**src/common/pd_mode_pkg.sv**
```systemverilog
// Constants and types shared by the powered-device mode and sleep controller
package pd_mode_pkg;
    localparam int unsigned CLK_HZ = 20000000;
    localparam int unsigned SLEEP_QUAL_S = 6;
    localparam int unsigned SLEEP_QUAL_CYC = SLEEP_QUAL_S * CLK_HZ;
    localparam int unsigned IND_HZ = 250;
    localparam int unsigned IND_PERIOD_CYC = CLK_HZ / IND_HZ;
    localparam int unsigned IND_DUTY_PCT = 25;
    localparam int unsigned IND_HIGH_CYC = IND_PERIOD_CYC * IND_DUTY_PCT / 100;
    localparam int unsigned LIMIT_PULSE_MAX = 15;

    // Register map
    localparam logic [7:0] CTRL_ADDR = 8'h00;
    localparam logic [7:0] STAT_ADDR = 8'h04;
    localparam logic [7:0] LIMIT_ADDR = 8'h08;
    localparam int unsigned CTRL_TIMED_BIT = 0;
    localparam int unsigned CTRL_LIMIT_REQ_BIT = 1;
    localparam logic [31:0] CTRL_RESET = 32'h00000000;

    // Requested power per class in units of 10 mW
    localparam logic [15:0] CLASS_POWER [0:8] = '{16'h050F, 16'h0180, 16'h0289, 16'h050F,
        16'h09F6, 16'h0EF1, 16'h13EC, 16'h17D4, 16'h1BBC};
    localparam logic [3:0] CLASS_OPEN = 4'hF;

    typedef enum logic [1:0] {
        VIN_OFF,
        VIN_DETECT,
        VIN_CLASS,
        VIN_POWER
    } vin_mode_t;

    typedef enum logic [1:0] {
        ST_NORMAL,
        ST_QUAL,
        ST_SLEEP,
        ST_DEEP
    } sleep_state_t;
endpackage

```
**src/verilog/pd_mode_sleep_control.sv**
```systemverilog
// Mode selection, sleep control and limit configuration with an AXI4-Lite register slave
// Contract
// - Edge variant sleeps on sleep request falling
// - Timed variant sleeps after 6s held low
// - Wake falling edge returns to normal operation
// - Deep select low enters ultra-low sleep instead
// - Valid limit pulse request overrides class limit
// - Float power-limit; tied low or pulses current-limit
// - Floating loop node disables power limiting
// - Four standby duty settings; two disable autoclass
// - Voltage comparators choose detect, class, power mode
// - Low setting events 1-2, high 3-5
// - Class current off in power mode
// - Requested class maps to requested power
// - Converter hold sink on during sleep
// - Event indicator off during sleep
// - Sleep indicator pulses 250Hz 25% duty
module pd_mode_sleep_control #(
    parameter int unsigned SLEEP_QUAL_CYC = pd_mode_pkg::SLEEP_QUAL_CYC,
    parameter int unsigned IND_PERIOD_CYC = pd_mode_pkg::IND_PERIOD_CYC
) (
    input wire logic aclk,
    input wire logic aresetn,
    input wire logic [31:0] s_axi_awaddr,
    input wire logic s_axi_awvalid,
    output logic s_axi_awready,
    input wire logic [31:0] s_axi_wdata,
    input wire logic [3:0] s_axi_wstrb,
    input wire logic s_axi_wvalid,
    output logic s_axi_wready,
    output logic [1:0] s_axi_bresp,
    output logic s_axi_bvalid,
    input wire logic s_axi_bready,
    input wire logic [31:0] s_axi_araddr,
    input wire logic s_axi_arvalid,
    output logic s_axi_arready,
    output logic [31:0] s_axi_rdata,
    output logic [1:0] s_axi_rresp,
    output logic s_axi_rvalid,
    input wire logic s_axi_rready,
    input wire logic sleep_request_n,
    input wire logic wake_request_n,
    input wire logic deep_sleep_select_n,
    input wire logic vin_above_detect_min,
    input wire logic vin_above_detect_max,
    input wire logic vin_above_class_min,
    input wire logic vin_above_class_max,
    input wire logic vin_above_turn_on_threshold,
    input wire logic [2:0] class_event_count,
    input wire logic [3:0] class_set_low_events,
    input wire logic [3:0] class_set_high_events,
    input wire logic limit_request_floating,
    input wire logic limit_request_tied_low,
    input wire logic limit_request_pulse_in,
    input wire logic loop_comp_node_floating,
    input wire logic [1:0] standby_duty_select,
    output logic [1:0] vin_mode,
    output logic class_current_enable,
    output logic [3:0] class_setting_active,
    output logic [3:0] requested_class,
    output logic [15:0] requested_power,
    output logic current_limit_mode,
    output logic power_limit_enable,
    output logic [1:0] standby_duty_code,
    output logic autoclass_enable,
    output logic standby_maintain_current,
    output logic deep_sleep_active,
    output logic sleep_active,
    output logic converter_hold_sink,
    output logic event_indicator_enable,
    output logic sleep_indicator_drive
);
    localparam int unsigned IND_HIGH = IND_PERIOD_CYC * pd_mode_pkg::IND_DUTY_PCT / 100;

    // Three-stage synchronisers; a level counts once stages two and three agree
    // Reset to each pin's idle level so that no false edge follows reset
    localparam logic [3:0] PIN_IDLE = 4'h7;
    logic [3:0] pin_raw;
    wire logic [3:0] pin_q;
    wire logic [3:0] pin_nxt;
    logic sl_fall, wk_fall, lp_rise;

    assign pin_raw = {limit_request_pulse_in, deep_sleep_select_n, wake_request_n, sleep_request_n};

    for (genvar g = 0; g < 4; g++) begin : g_sync
        logic [2:0] sync_ff, nxt_sync;
        logic q_ff, nxt_q;
        always_comb begin
            nxt_sync = {sync_ff[1:0], pin_raw[g]};
            nxt_q = (sync_ff[1] == sync_ff[2]) ? sync_ff[2] : q_ff;
        end
        always_ff @(posedge aclk) begin
            if (!aresetn) begin
                sync_ff <= {3{PIN_IDLE[g]}};
                q_ff <= PIN_IDLE[g];
            end else begin
                sync_ff <= nxt_sync;
                q_ff <= nxt_q;
            end
        end
        assign pin_q[g] = q_ff;
        assign pin_nxt[g] = nxt_q;
    end

    assign sl_fall = pin_q[0] && !pin_nxt[0];
    assign wk_fall = pin_q[1] && !pin_nxt[1];
    assign lp_rise = !pin_q[3] && pin_nxt[3];

    // Register file
    logic [31:0] ctrl_ff, nxt_ctrl;
    logic [15:0] limit_ff, nxt_limit;
    logic limit_valid_ff, nxt_limit_valid;
    logic aw_ff, w_ff, nxt_aw, nxt_w;
    logic [7:0] awaddr_ff, nxt_awaddr;
    logic [31:0] wdata_ff, nxt_wdata;
    logic [3:0] wstrb_ff, nxt_wstrb;
    logic bvalid_ff, nxt_bvalid, rvalid_ff, nxt_rvalid;
    logic [1:0] bresp_ff, nxt_bresp, rresp_ff, nxt_rresp;
    logic [31:0] rdata_ff, nxt_rdata;
    logic [3:0] pulse_cnt_ff, nxt_pulse_cnt;
    logic timed_variant;
    logic [31:0] status_word;

    pd_mode_pkg::sleep_state_t state_ff, nxt_state;
    logic [31:0] qual_cnt_ff, nxt_qual_cnt;
    logic deep_req_ff, nxt_deep_req;

    assign timed_variant = ctrl_ff[pd_mode_pkg::CTRL_TIMED_BIT];
    assign s_axi_awready = !aw_ff && !bvalid_ff;
    assign s_axi_wready = !w_ff && !bvalid_ff;
    assign s_axi_arready = !rvalid_ff;
    assign s_axi_bvalid = bvalid_ff;
    assign s_axi_bresp = bresp_ff;
    assign s_axi_rvalid = rvalid_ff;
    assign s_axi_rresp = rresp_ff;
    assign s_axi_rdata = rdata_ff;

    function automatic logic [31:0] merge(input logic [31:0] old, input logic [31:0] d, input logic [3:0] s);
        logic [31:0] r;
        r = old;
        for (int i = 0; i < 4; i++) begin
            if (s[i]) begin
                r[i*8 +: 8] = d[i*8 +: 8];
            end
        end
        return r;
    endfunction

    always_comb begin
        nxt_aw = aw_ff;
        nxt_w = w_ff;
        nxt_awaddr = awaddr_ff;
        nxt_wdata = wdata_ff;
        nxt_wstrb = wstrb_ff;
        nxt_bvalid = bvalid_ff;
        nxt_bresp = bresp_ff;
        nxt_ctrl = ctrl_ff;
        nxt_limit = limit_ff;
        nxt_limit_valid = limit_valid_ff;
        nxt_pulse_cnt = pulse_cnt_ff;
        nxt_rvalid = rvalid_ff;
        nxt_rresp = rresp_ff;
        nxt_rdata = rdata_ff;
        if (s_axi_awvalid && s_axi_awready) begin
            nxt_aw = 1'b1;
            nxt_awaddr = s_axi_awaddr[7:0];
        end
        if (s_axi_wvalid && s_axi_wready) begin
            nxt_w = 1'b1;
            nxt_wdata = s_axi_wdata;
            nxt_wstrb = s_axi_wstrb;
        end
        if (aw_ff && w_ff) begin
            nxt_aw = 1'b0;
            nxt_w = 1'b0;
            nxt_bvalid = 1'b1;
            nxt_bresp = 2'h0;
            case (awaddr_ff)
                pd_mode_pkg::CTRL_ADDR: nxt_ctrl = merge(ctrl_ff, wdata_ff, wstrb_ff) & 32'h00000003;
                pd_mode_pkg::LIMIT_ADDR: begin
                    nxt_limit = 16'(merge({16'h0000, limit_ff}, wdata_ff, wstrb_ff));
                    nxt_limit_valid = 1'b1;
                end
                default: nxt_bresp = 2'h2;
            endcase
        end else if (bvalid_ff && s_axi_bready) begin
            nxt_bvalid = 1'b0;
        end
        // Counted limit pulses form a request; pulses after a software write still win
        if (lp_rise && pulse_cnt_ff != 4'(pd_mode_pkg::LIMIT_PULSE_MAX)) begin
            nxt_pulse_cnt = pulse_cnt_ff + 4'h1;
            nxt_limit_valid = 1'b1;
            nxt_limit = {12'h000, pulse_cnt_ff + 4'h1};
        end
        if (s_axi_arvalid && s_axi_arready) begin
            nxt_rvalid = 1'b1;
            nxt_rresp = 2'h0;
            case (s_axi_araddr[7:0])
                pd_mode_pkg::CTRL_ADDR: nxt_rdata = ctrl_ff;
                pd_mode_pkg::STAT_ADDR: nxt_rdata = status_word;
                pd_mode_pkg::LIMIT_ADDR: nxt_rdata = {15'h0000, limit_valid_ff, limit_ff};
                default: begin
                    nxt_rdata = 32'h00000000;
                    nxt_rresp = 2'h2;
                end
            endcase
        end else if (rvalid_ff && s_axi_rready) begin
            nxt_rvalid = 1'b0;
        end
    end

    always_ff @(posedge aclk) begin
        if (!aresetn) begin
            aw_ff <= 1'b0;
            w_ff <= 1'b0;
            awaddr_ff <= 8'h00;
            wdata_ff <= 32'h00000000;
            wstrb_ff <= 4'h0;
            bvalid_ff <= 1'b0;
            bresp_ff <= 2'h0;
            ctrl_ff <= pd_mode_pkg::CTRL_RESET;
            limit_ff <= 16'h0000;
            limit_valid_ff <= 1'b0;
            pulse_cnt_ff <= 4'h0;
            rvalid_ff <= 1'b0;
            rresp_ff <= 2'h0;
            rdata_ff <= 32'h00000000;
        end else begin
            aw_ff <= nxt_aw;
            w_ff <= nxt_w;
            awaddr_ff <= nxt_awaddr;
            wdata_ff <= nxt_wdata;
            wstrb_ff <= nxt_wstrb;
            bvalid_ff <= nxt_bvalid;
            bresp_ff <= nxt_bresp;
            ctrl_ff <= nxt_ctrl;
            limit_ff <= nxt_limit;
            limit_valid_ff <= nxt_limit_valid;
            pulse_cnt_ff <= nxt_pulse_cnt;
            rvalid_ff <= nxt_rvalid;
            rresp_ff <= nxt_rresp;
            rdata_ff <= nxt_rdata;
        end
    end

    // Sleep state machine; wake has priority over a same-cycle sleep edge
    always_comb begin
        nxt_state = state_ff;
        nxt_qual_cnt = qual_cnt_ff;
        nxt_deep_req = deep_req_ff;
        case (state_ff)
            pd_mode_pkg::ST_NORMAL: begin
                nxt_qual_cnt = 32'h00000000;
                if (sl_fall && !wk_fall) begin
                    nxt_deep_req = !pin_q[2];
                    if (timed_variant) begin
                        nxt_state = pd_mode_pkg::ST_QUAL;
                    end else begin
                        nxt_state = pin_q[2] ? pd_mode_pkg::ST_SLEEP : pd_mode_pkg::ST_DEEP;
                    end
                end
            end
            pd_mode_pkg::ST_QUAL: begin
                nxt_qual_cnt = qual_cnt_ff + 32'h00000001;
                if (pin_q[0] || wk_fall) begin
                    nxt_state = pd_mode_pkg::ST_NORMAL;
                end else if (qual_cnt_ff >= SLEEP_QUAL_CYC - 2) begin
                    nxt_state = pin_q[2] ? pd_mode_pkg::ST_SLEEP : pd_mode_pkg::ST_DEEP;
                end
            end
            pd_mode_pkg::ST_SLEEP, pd_mode_pkg::ST_DEEP: begin
                if (wk_fall) begin
                    nxt_state = pd_mode_pkg::ST_NORMAL;
                end
            end
            default: nxt_state = pd_mode_pkg::ST_NORMAL;
        endcase
    end

    always_ff @(posedge aclk) begin
        if (!aresetn) begin
            state_ff <= pd_mode_pkg::ST_NORMAL;
            qual_cnt_ff <= 32'h00000000;
            deep_req_ff <= 1'b0;
        end else begin
            state_ff <= nxt_state;
            qual_cnt_ff <= nxt_qual_cnt;
            deep_req_ff <= nxt_deep_req;
        end
    end

    // Sleep indicator period counter
    logic [31:0] ind_cnt_ff, nxt_ind_cnt;
    logic asleep;
    assign asleep = (state_ff == pd_mode_pkg::ST_SLEEP) || (state_ff == pd_mode_pkg::ST_DEEP);
    always_comb begin
        nxt_ind_cnt = 32'h00000000;
        if (asleep) begin
            nxt_ind_cnt = (ind_cnt_ff >= IND_PERIOD_CYC - 1) ? 32'h00000000 : ind_cnt_ff + 32'h00000001;
        end
    end
    always_ff @(posedge aclk) begin
        if (!aresetn) begin
            ind_cnt_ff <= 32'h00000000;
        end else begin
            ind_cnt_ff <= nxt_ind_cnt;
        end
    end

    // Mode, class and limit decode
    pd_mode_pkg::vin_mode_t mode_c;
    logic [3:0] cls_c;
    always_comb begin
        if (vin_above_turn_on_threshold) begin
            mode_c = pd_mode_pkg::VIN_POWER;
        end else if (vin_above_class_min && !vin_above_class_max) begin
            mode_c = pd_mode_pkg::VIN_CLASS;
        end else if (vin_above_detect_min && !vin_above_detect_max) begin
            mode_c = pd_mode_pkg::VIN_DETECT;
        end else begin
            mode_c = pd_mode_pkg::VIN_OFF;
        end
        // Low setting is the class when high is open, else high selects classes 4 to 8
        if (class_set_high_events == pd_mode_pkg::CLASS_OPEN) begin
            cls_c = (class_set_low_events > 4'h3) ? 4'h3 : class_set_low_events;
        end else begin
            cls_c = (class_set_high_events > 4'h4) ? 4'h8 : 4'h4 + class_set_high_events;
        end
    end

    assign vin_mode = mode_c;
    assign class_current_enable = (mode_c == pd_mode_pkg::VIN_CLASS);
    assign class_setting_active = (class_event_count >= 3'h3) ? class_set_high_events : class_set_low_events;
    assign requested_class = cls_c;
    assign requested_power = limit_valid_ff ? limit_ff : pd_mode_pkg::CLASS_POWER[cls_c];
    assign current_limit_mode = !limit_request_floating &&
        (limit_request_tied_low || limit_valid_ff || ctrl_ff[pd_mode_pkg::CTRL_LIMIT_REQ_BIT]);
    assign power_limit_enable = !loop_comp_node_floating;
    assign standby_duty_code = standby_duty_select;
    assign autoclass_enable = standby_duty_select[1];
    assign standby_maintain_current = (mode_c == pd_mode_pkg::VIN_POWER);
    assign deep_sleep_active = (state_ff == pd_mode_pkg::ST_DEEP);
    assign sleep_active = asleep;
    assign converter_hold_sink = asleep;
    assign event_indicator_enable = !asleep && (mode_c == pd_mode_pkg::VIN_POWER);
    assign sleep_indicator_drive = asleep && (ind_cnt_ff < IND_HIGH);
    assign status_word = {22'h000000, deep_req_ff, current_limit_mode, 2'(mode_c), 2'(state_ff), cls_c};

    AST_WAKE_EXIT: assert property (@(posedge aclk) disable iff (!aresetn)
        asleep && wk_fall |=> !asleep) else $error("wake did not exit sleep");
    AST_EDGE_SLEEP: assert property (@(posedge aclk) disable iff (!aresetn)
        state_ff == pd_mode_pkg::ST_NORMAL && !timed_variant && sl_fall && !wk_fall |=> asleep)
        else $error("edge sleep missed");
    AST_TIMED_NO_EARLY: assert property (@(posedge aclk) disable iff (!aresetn)
        state_ff == pd_mode_pkg::ST_NORMAL && timed_variant && sl_fall && !wk_fall |=> !asleep[*2])
        else $error("timed sleep entered early");
    AST_DEEP_SEL: assert property (@(posedge aclk) disable iff (!aresetn)
        $rose(asleep) |-> deep_sleep_active == !$past(pin_q[2])) else $error("deep select wrong");
    AST_HOLD_SINK: assert property (@(posedge aclk) disable iff (!aresetn)
        converter_hold_sink == asleep) else $error("hold sink mismatch");
    AST_EVENT_OFF: assert property (@(posedge aclk) disable iff (!aresetn)
        asleep |-> !event_indicator_enable) else $error("event indicator on in sleep");
    AST_IND_DUTY: assert property (@(posedge aclk) disable iff (!aresetn)
        asleep && ind_cnt_ff == 32'h00000000 |-> sleep_indicator_drive)
        else $error("indicator pulse missing");
    AST_CLASS_OFF: assert property (@(posedge aclk) disable iff (!aresetn)
        vin_above_turn_on_threshold |-> !class_current_enable) else $error("class current in power mode");
    AST_QUAL_RESTART: assert property (@(posedge aclk) disable iff (!aresetn)
        state_ff == pd_mode_pkg::ST_QUAL && pin_q[0] |=> state_ff == pd_mode_pkg::ST_NORMAL)
        else $error("timer not restarted");
endmodule

```
**config.mk**
```make
export PLATFORM = sky130hd
export DESIGN_NAME = pd_mode_sleep_control
export DESIGN_NICKNAME = d
export VERILOG_FILES = /design/src/common/pd_mode_pkg.sv /design/src/verilog/pd_mode_sleep_control.sv
export SDC_FILE = /design/constraint.sdc
export NUM_CORES = 1
export LEC_CHECK = 0
export BUFFER_PORTS_ARGS = -buffer_cell sky130_fd_sc_hd__buf_4
export CORE_MARGIN = 8
export CORE_UTILIZATION = 30
export DETAILED_ROUTE_END_ITERATION = 10
export HOLD_SLACK_MARGIN = 0.06
export PLACE_DENSITY_LB_ADDON = 0.08
export SYNTH_ARGS = -nofsm -noshare
export SYNTH_HDL_FRONTEND = slang
export SYNTH_SLANG_ARGS = --single-unit
```
**constraint.sdc**
```tcl
create_clock -name aclk -period 4.5 [get_ports aclk]
set_clock_uncertainty 0.05 [all_clocks]
set_input_delay 0.225 -clock aclk [delete_from_list [all_inputs] [get_ports aclk]]
set_output_delay 0.225 -clock aclk [all_outputs]
set_load 0.03 [all_outputs]
```
==> out/results.tsv <==
metric	value	unit
ys_ff_latch	155	
p_sw	770	uW
ant_nets	0	
period_needed	2850	ps
cp_slowest_cell	o211ai_1	
r2r_slack	2120	ps
synthArstFlopShare	0	%
place_ws	1680	ps
dieArea	28100	um^2
crit_fanout	7	
synth_area_leaders	dfxtp_1, nand2_1, a21boi_0	
synth.distinct_cells	62	
die_w	168	um
cts_made_buffers	17	
finalSetupTns	0	ps
path_depth	10	
postCtsResizedCells	0	
end_kind	output port	
synth_area	6900	um^2
htreeDepth	4	
max-cap-violations	0	
yosysWarningCount	0	
cpPeakStageDelay	460	ps
hold_buffers	33	
num_rows	55	
cp.arrival	2570	ps
vias_per_cell	4.67	
slew_viol_final	0	
worstSetupStartpointType	primary input	
vias	5895	
yosysTopAreaCell	dfxtp_1	
track_usage	13.4	%
nets	1106	
dpl.hpwl	13100	um
syn2layout_area_growth	29.2	%
final_common_cell	dfxtp_1	
drive_above_1_share	17.5	%
grt_pass1_vias	5855	
path_cells	buf_4 > nand4_1 > or3_1 > o211ai_1 > inv_1 > ha_1 > nor2_1 > a21oi_1 > o21ai_0 > buf_4	
crit_buf_inv	3	
grt_first_pass_wirelength	30700	um
fp.coreArea	22600	um^2
layout_common_cells	dfxtp_1, nand2_1, buf_4	
p_comb_share	9.0	%
remaining_drc_errors	0	
hold_ws	123	ps
final-seq-area	3100	um^2
crit_family	simple AND/OR/NAND/NOR gates	
cts_root_buffer	clkbuf_16	
ios	211	
yosysTopAreaCellShare	45.0	%
antenna_found_initial	0	
rsz0062_at_grt	no	
relSlewSlack	34.5	%
power.share.sequential	45.5	%
reg2reg_depth	5	
totalWireLength	18400	um
worstMarginPinSlew	982	ps
finalCoreUtilization	39.4	%
synth_ff_type	dfxtp_1	
diodes	0	
io_buffers	122	
swShare	24.6	%
r2r-end	qual_cnt_ff[28]	
finalHoldViolCount	0	
cts.sinks	155	
postCtsSetupBuffers	0	
power_frac_clock	45.6	%
grt_max_degree	86	
syn_inst	817	
critPathRequiredTime	4220	ps
nFillCells	2330	
setup_viol	0	
multiInputGateArea	3540	um^2
r2r_start	qual_cnt_ff[8]	
start_util	30.5	%
wl_per_cell	14.6	um
synth_edf_count	0	
die_y	168	um
worstHoldPathType	in2reg	
ys_seq_area_share	45.0	%
cp_common_cell	buf_4	
overflow	0	
crit_type	in2out	
worst_slack	1650	ps
dr.pass1.iters	5	
crit_end	requested_power[10]	
fmax	351	MHz
clock_latency	420	ps
path_clk_slew	60	ps
ir_worst_vdd	0.235	mV
p_leak	3.40	nW
p_int	2.36	mW
clk_path_buf_depth	2	
critPathLaunch	class_set_high_events[1]	
power_density	351	nW/um^2
drt_iter0_drc	316	
status	complete, no violations	
syn_area_per_cell	8.44	um^2
tritoncts	done	
place.gp.congestion	0.737	
min_period_over_period	63.3	%
==> worst reg2reg max path: stages (launching register included) <==
cell and delay (ps):
dfxtp_1 430, and4_1 260, nand3_1 350, nor3_1 770
a31oi_1 180, a41o_1 230
==> synth_stat cells (all sizes together) (4+ instances only) <==
cell,number
dfxtp,155
nand2,136
nor2,60
a21oi,40
o21ai,36
a21boi,35
clkbuf,33
buf,27
nand3,26
nor2b,24
xnor2,20
nand2b,18
nor3,17
xor2,17
a22oi,16
inv,14
nor4,14
or3,14
and2,13
and3,12
nand4,11
ha,9
a31oi,7
mux2,6
a21o,4
mux2i,4
or4,4
==> metrics by stage <==
stage | std cells | cell area [um^2] | total power [mW]
final | 1263 | 8910 | 3.13
after global routing | 1263 | 8910 | 3.27
after CTS | 1263 | 8910 | 3.18
after detailed placement | 1198 | 8000 | 1.71
after global placement | 1198 | 8000 | 1.71
after floorplan | 848 | 7010 | 1.62
==> logic make-up (layout without fill, tap and decap cells) <==
| family | Yosys count | after routing | synth area share, % |
|---|---|---|---|
| AND/OR/NAND/NOR | 364 | 364 | 26.1 |
| AO/OA/AOI/OAI | 166 | 166 | 15.6 |
| flip-flops | 155 | 155 | 45.0 |
| buffers and inverters | 75 | 205 | 5.33 |
| XOR/XNOR | 37 | 37 | 4.70 |
| multiplexers | 10 | 10 | 1.56 |
| adder cells (fa/ha/maj) | 9 | 9 | 1.63 |
| other | 1 | 32 | 0.0544 |
==> area by class of cell <==
class                      count  area share, %
clock buffer                  19           4.97
inverter                      15          0.632
timing repair buffer         158           14.2
multi-input combinational    618           39.7
sequential                   155           34.8
clock inverter                13           1.61
tap                          285           4.00
==> worst min-delay path by stage <==
| stage | start | endpoint | slack, ps | depth (start not counted) |
|---|---|---|---|---|
| final | s_axi_araddr[2] | s_axi_rresp[1] | 120 | 3 |
| after global routing | s_axi_araddr[2] | s_axi_rresp[1] | 110 | 3 |
| after CTS | s_axi_araddr[2] | s_axi_rresp[1] | 100 | 3 |
| after detailed placement | g_sync[2].sync_ff[0] | g_sync[2].sync_ff[1] | 350 | 1 |
| after global placement | g_sync[2].sync_ff[0] | g_sync[2].sync_ff[1] | 340 | 1 |
| after floorplan | sleep_request_n | g_sync[0].sync_ff[0] | 280 | 1 |
==> flip-flops by register name (all words and copies together), names as in the netlist, 2 cells and up <==
register	cells
ind_cnt_ff	32
wdata_ff	16
state_ff	2
wstrb_ff	2
qual_cnt_ff	32
g_sync.sync_ff	12
g_sync.q_ff	4
s_axi_rdata	17
awaddr_ff	8
ctrl_ff	2
limit_ff	16
pulse_cnt_ff	4
==> metal layers <==
layer,wire [um],vias up,GRT usage (%)
li1,-,3069,-
met1,9580,2678,18.7
met2,7650,132,19.7
met3,1000,16,3.97
met4,159,0,3.80
met5,0,-,0
==> power groups by stage <==
stage,clock (mW),combinational [mW],sequential [mW]
final,1.43,0.280,1.42
after global routing,1.53,0.305,1.43
after CTS,1.47,0.284,1.42
after detailed placement,0,0.260,1.45
after global placement,0,0.260,1.45
after floorplan,0,0.167,1.45
(Power assumes the default switching activity.)
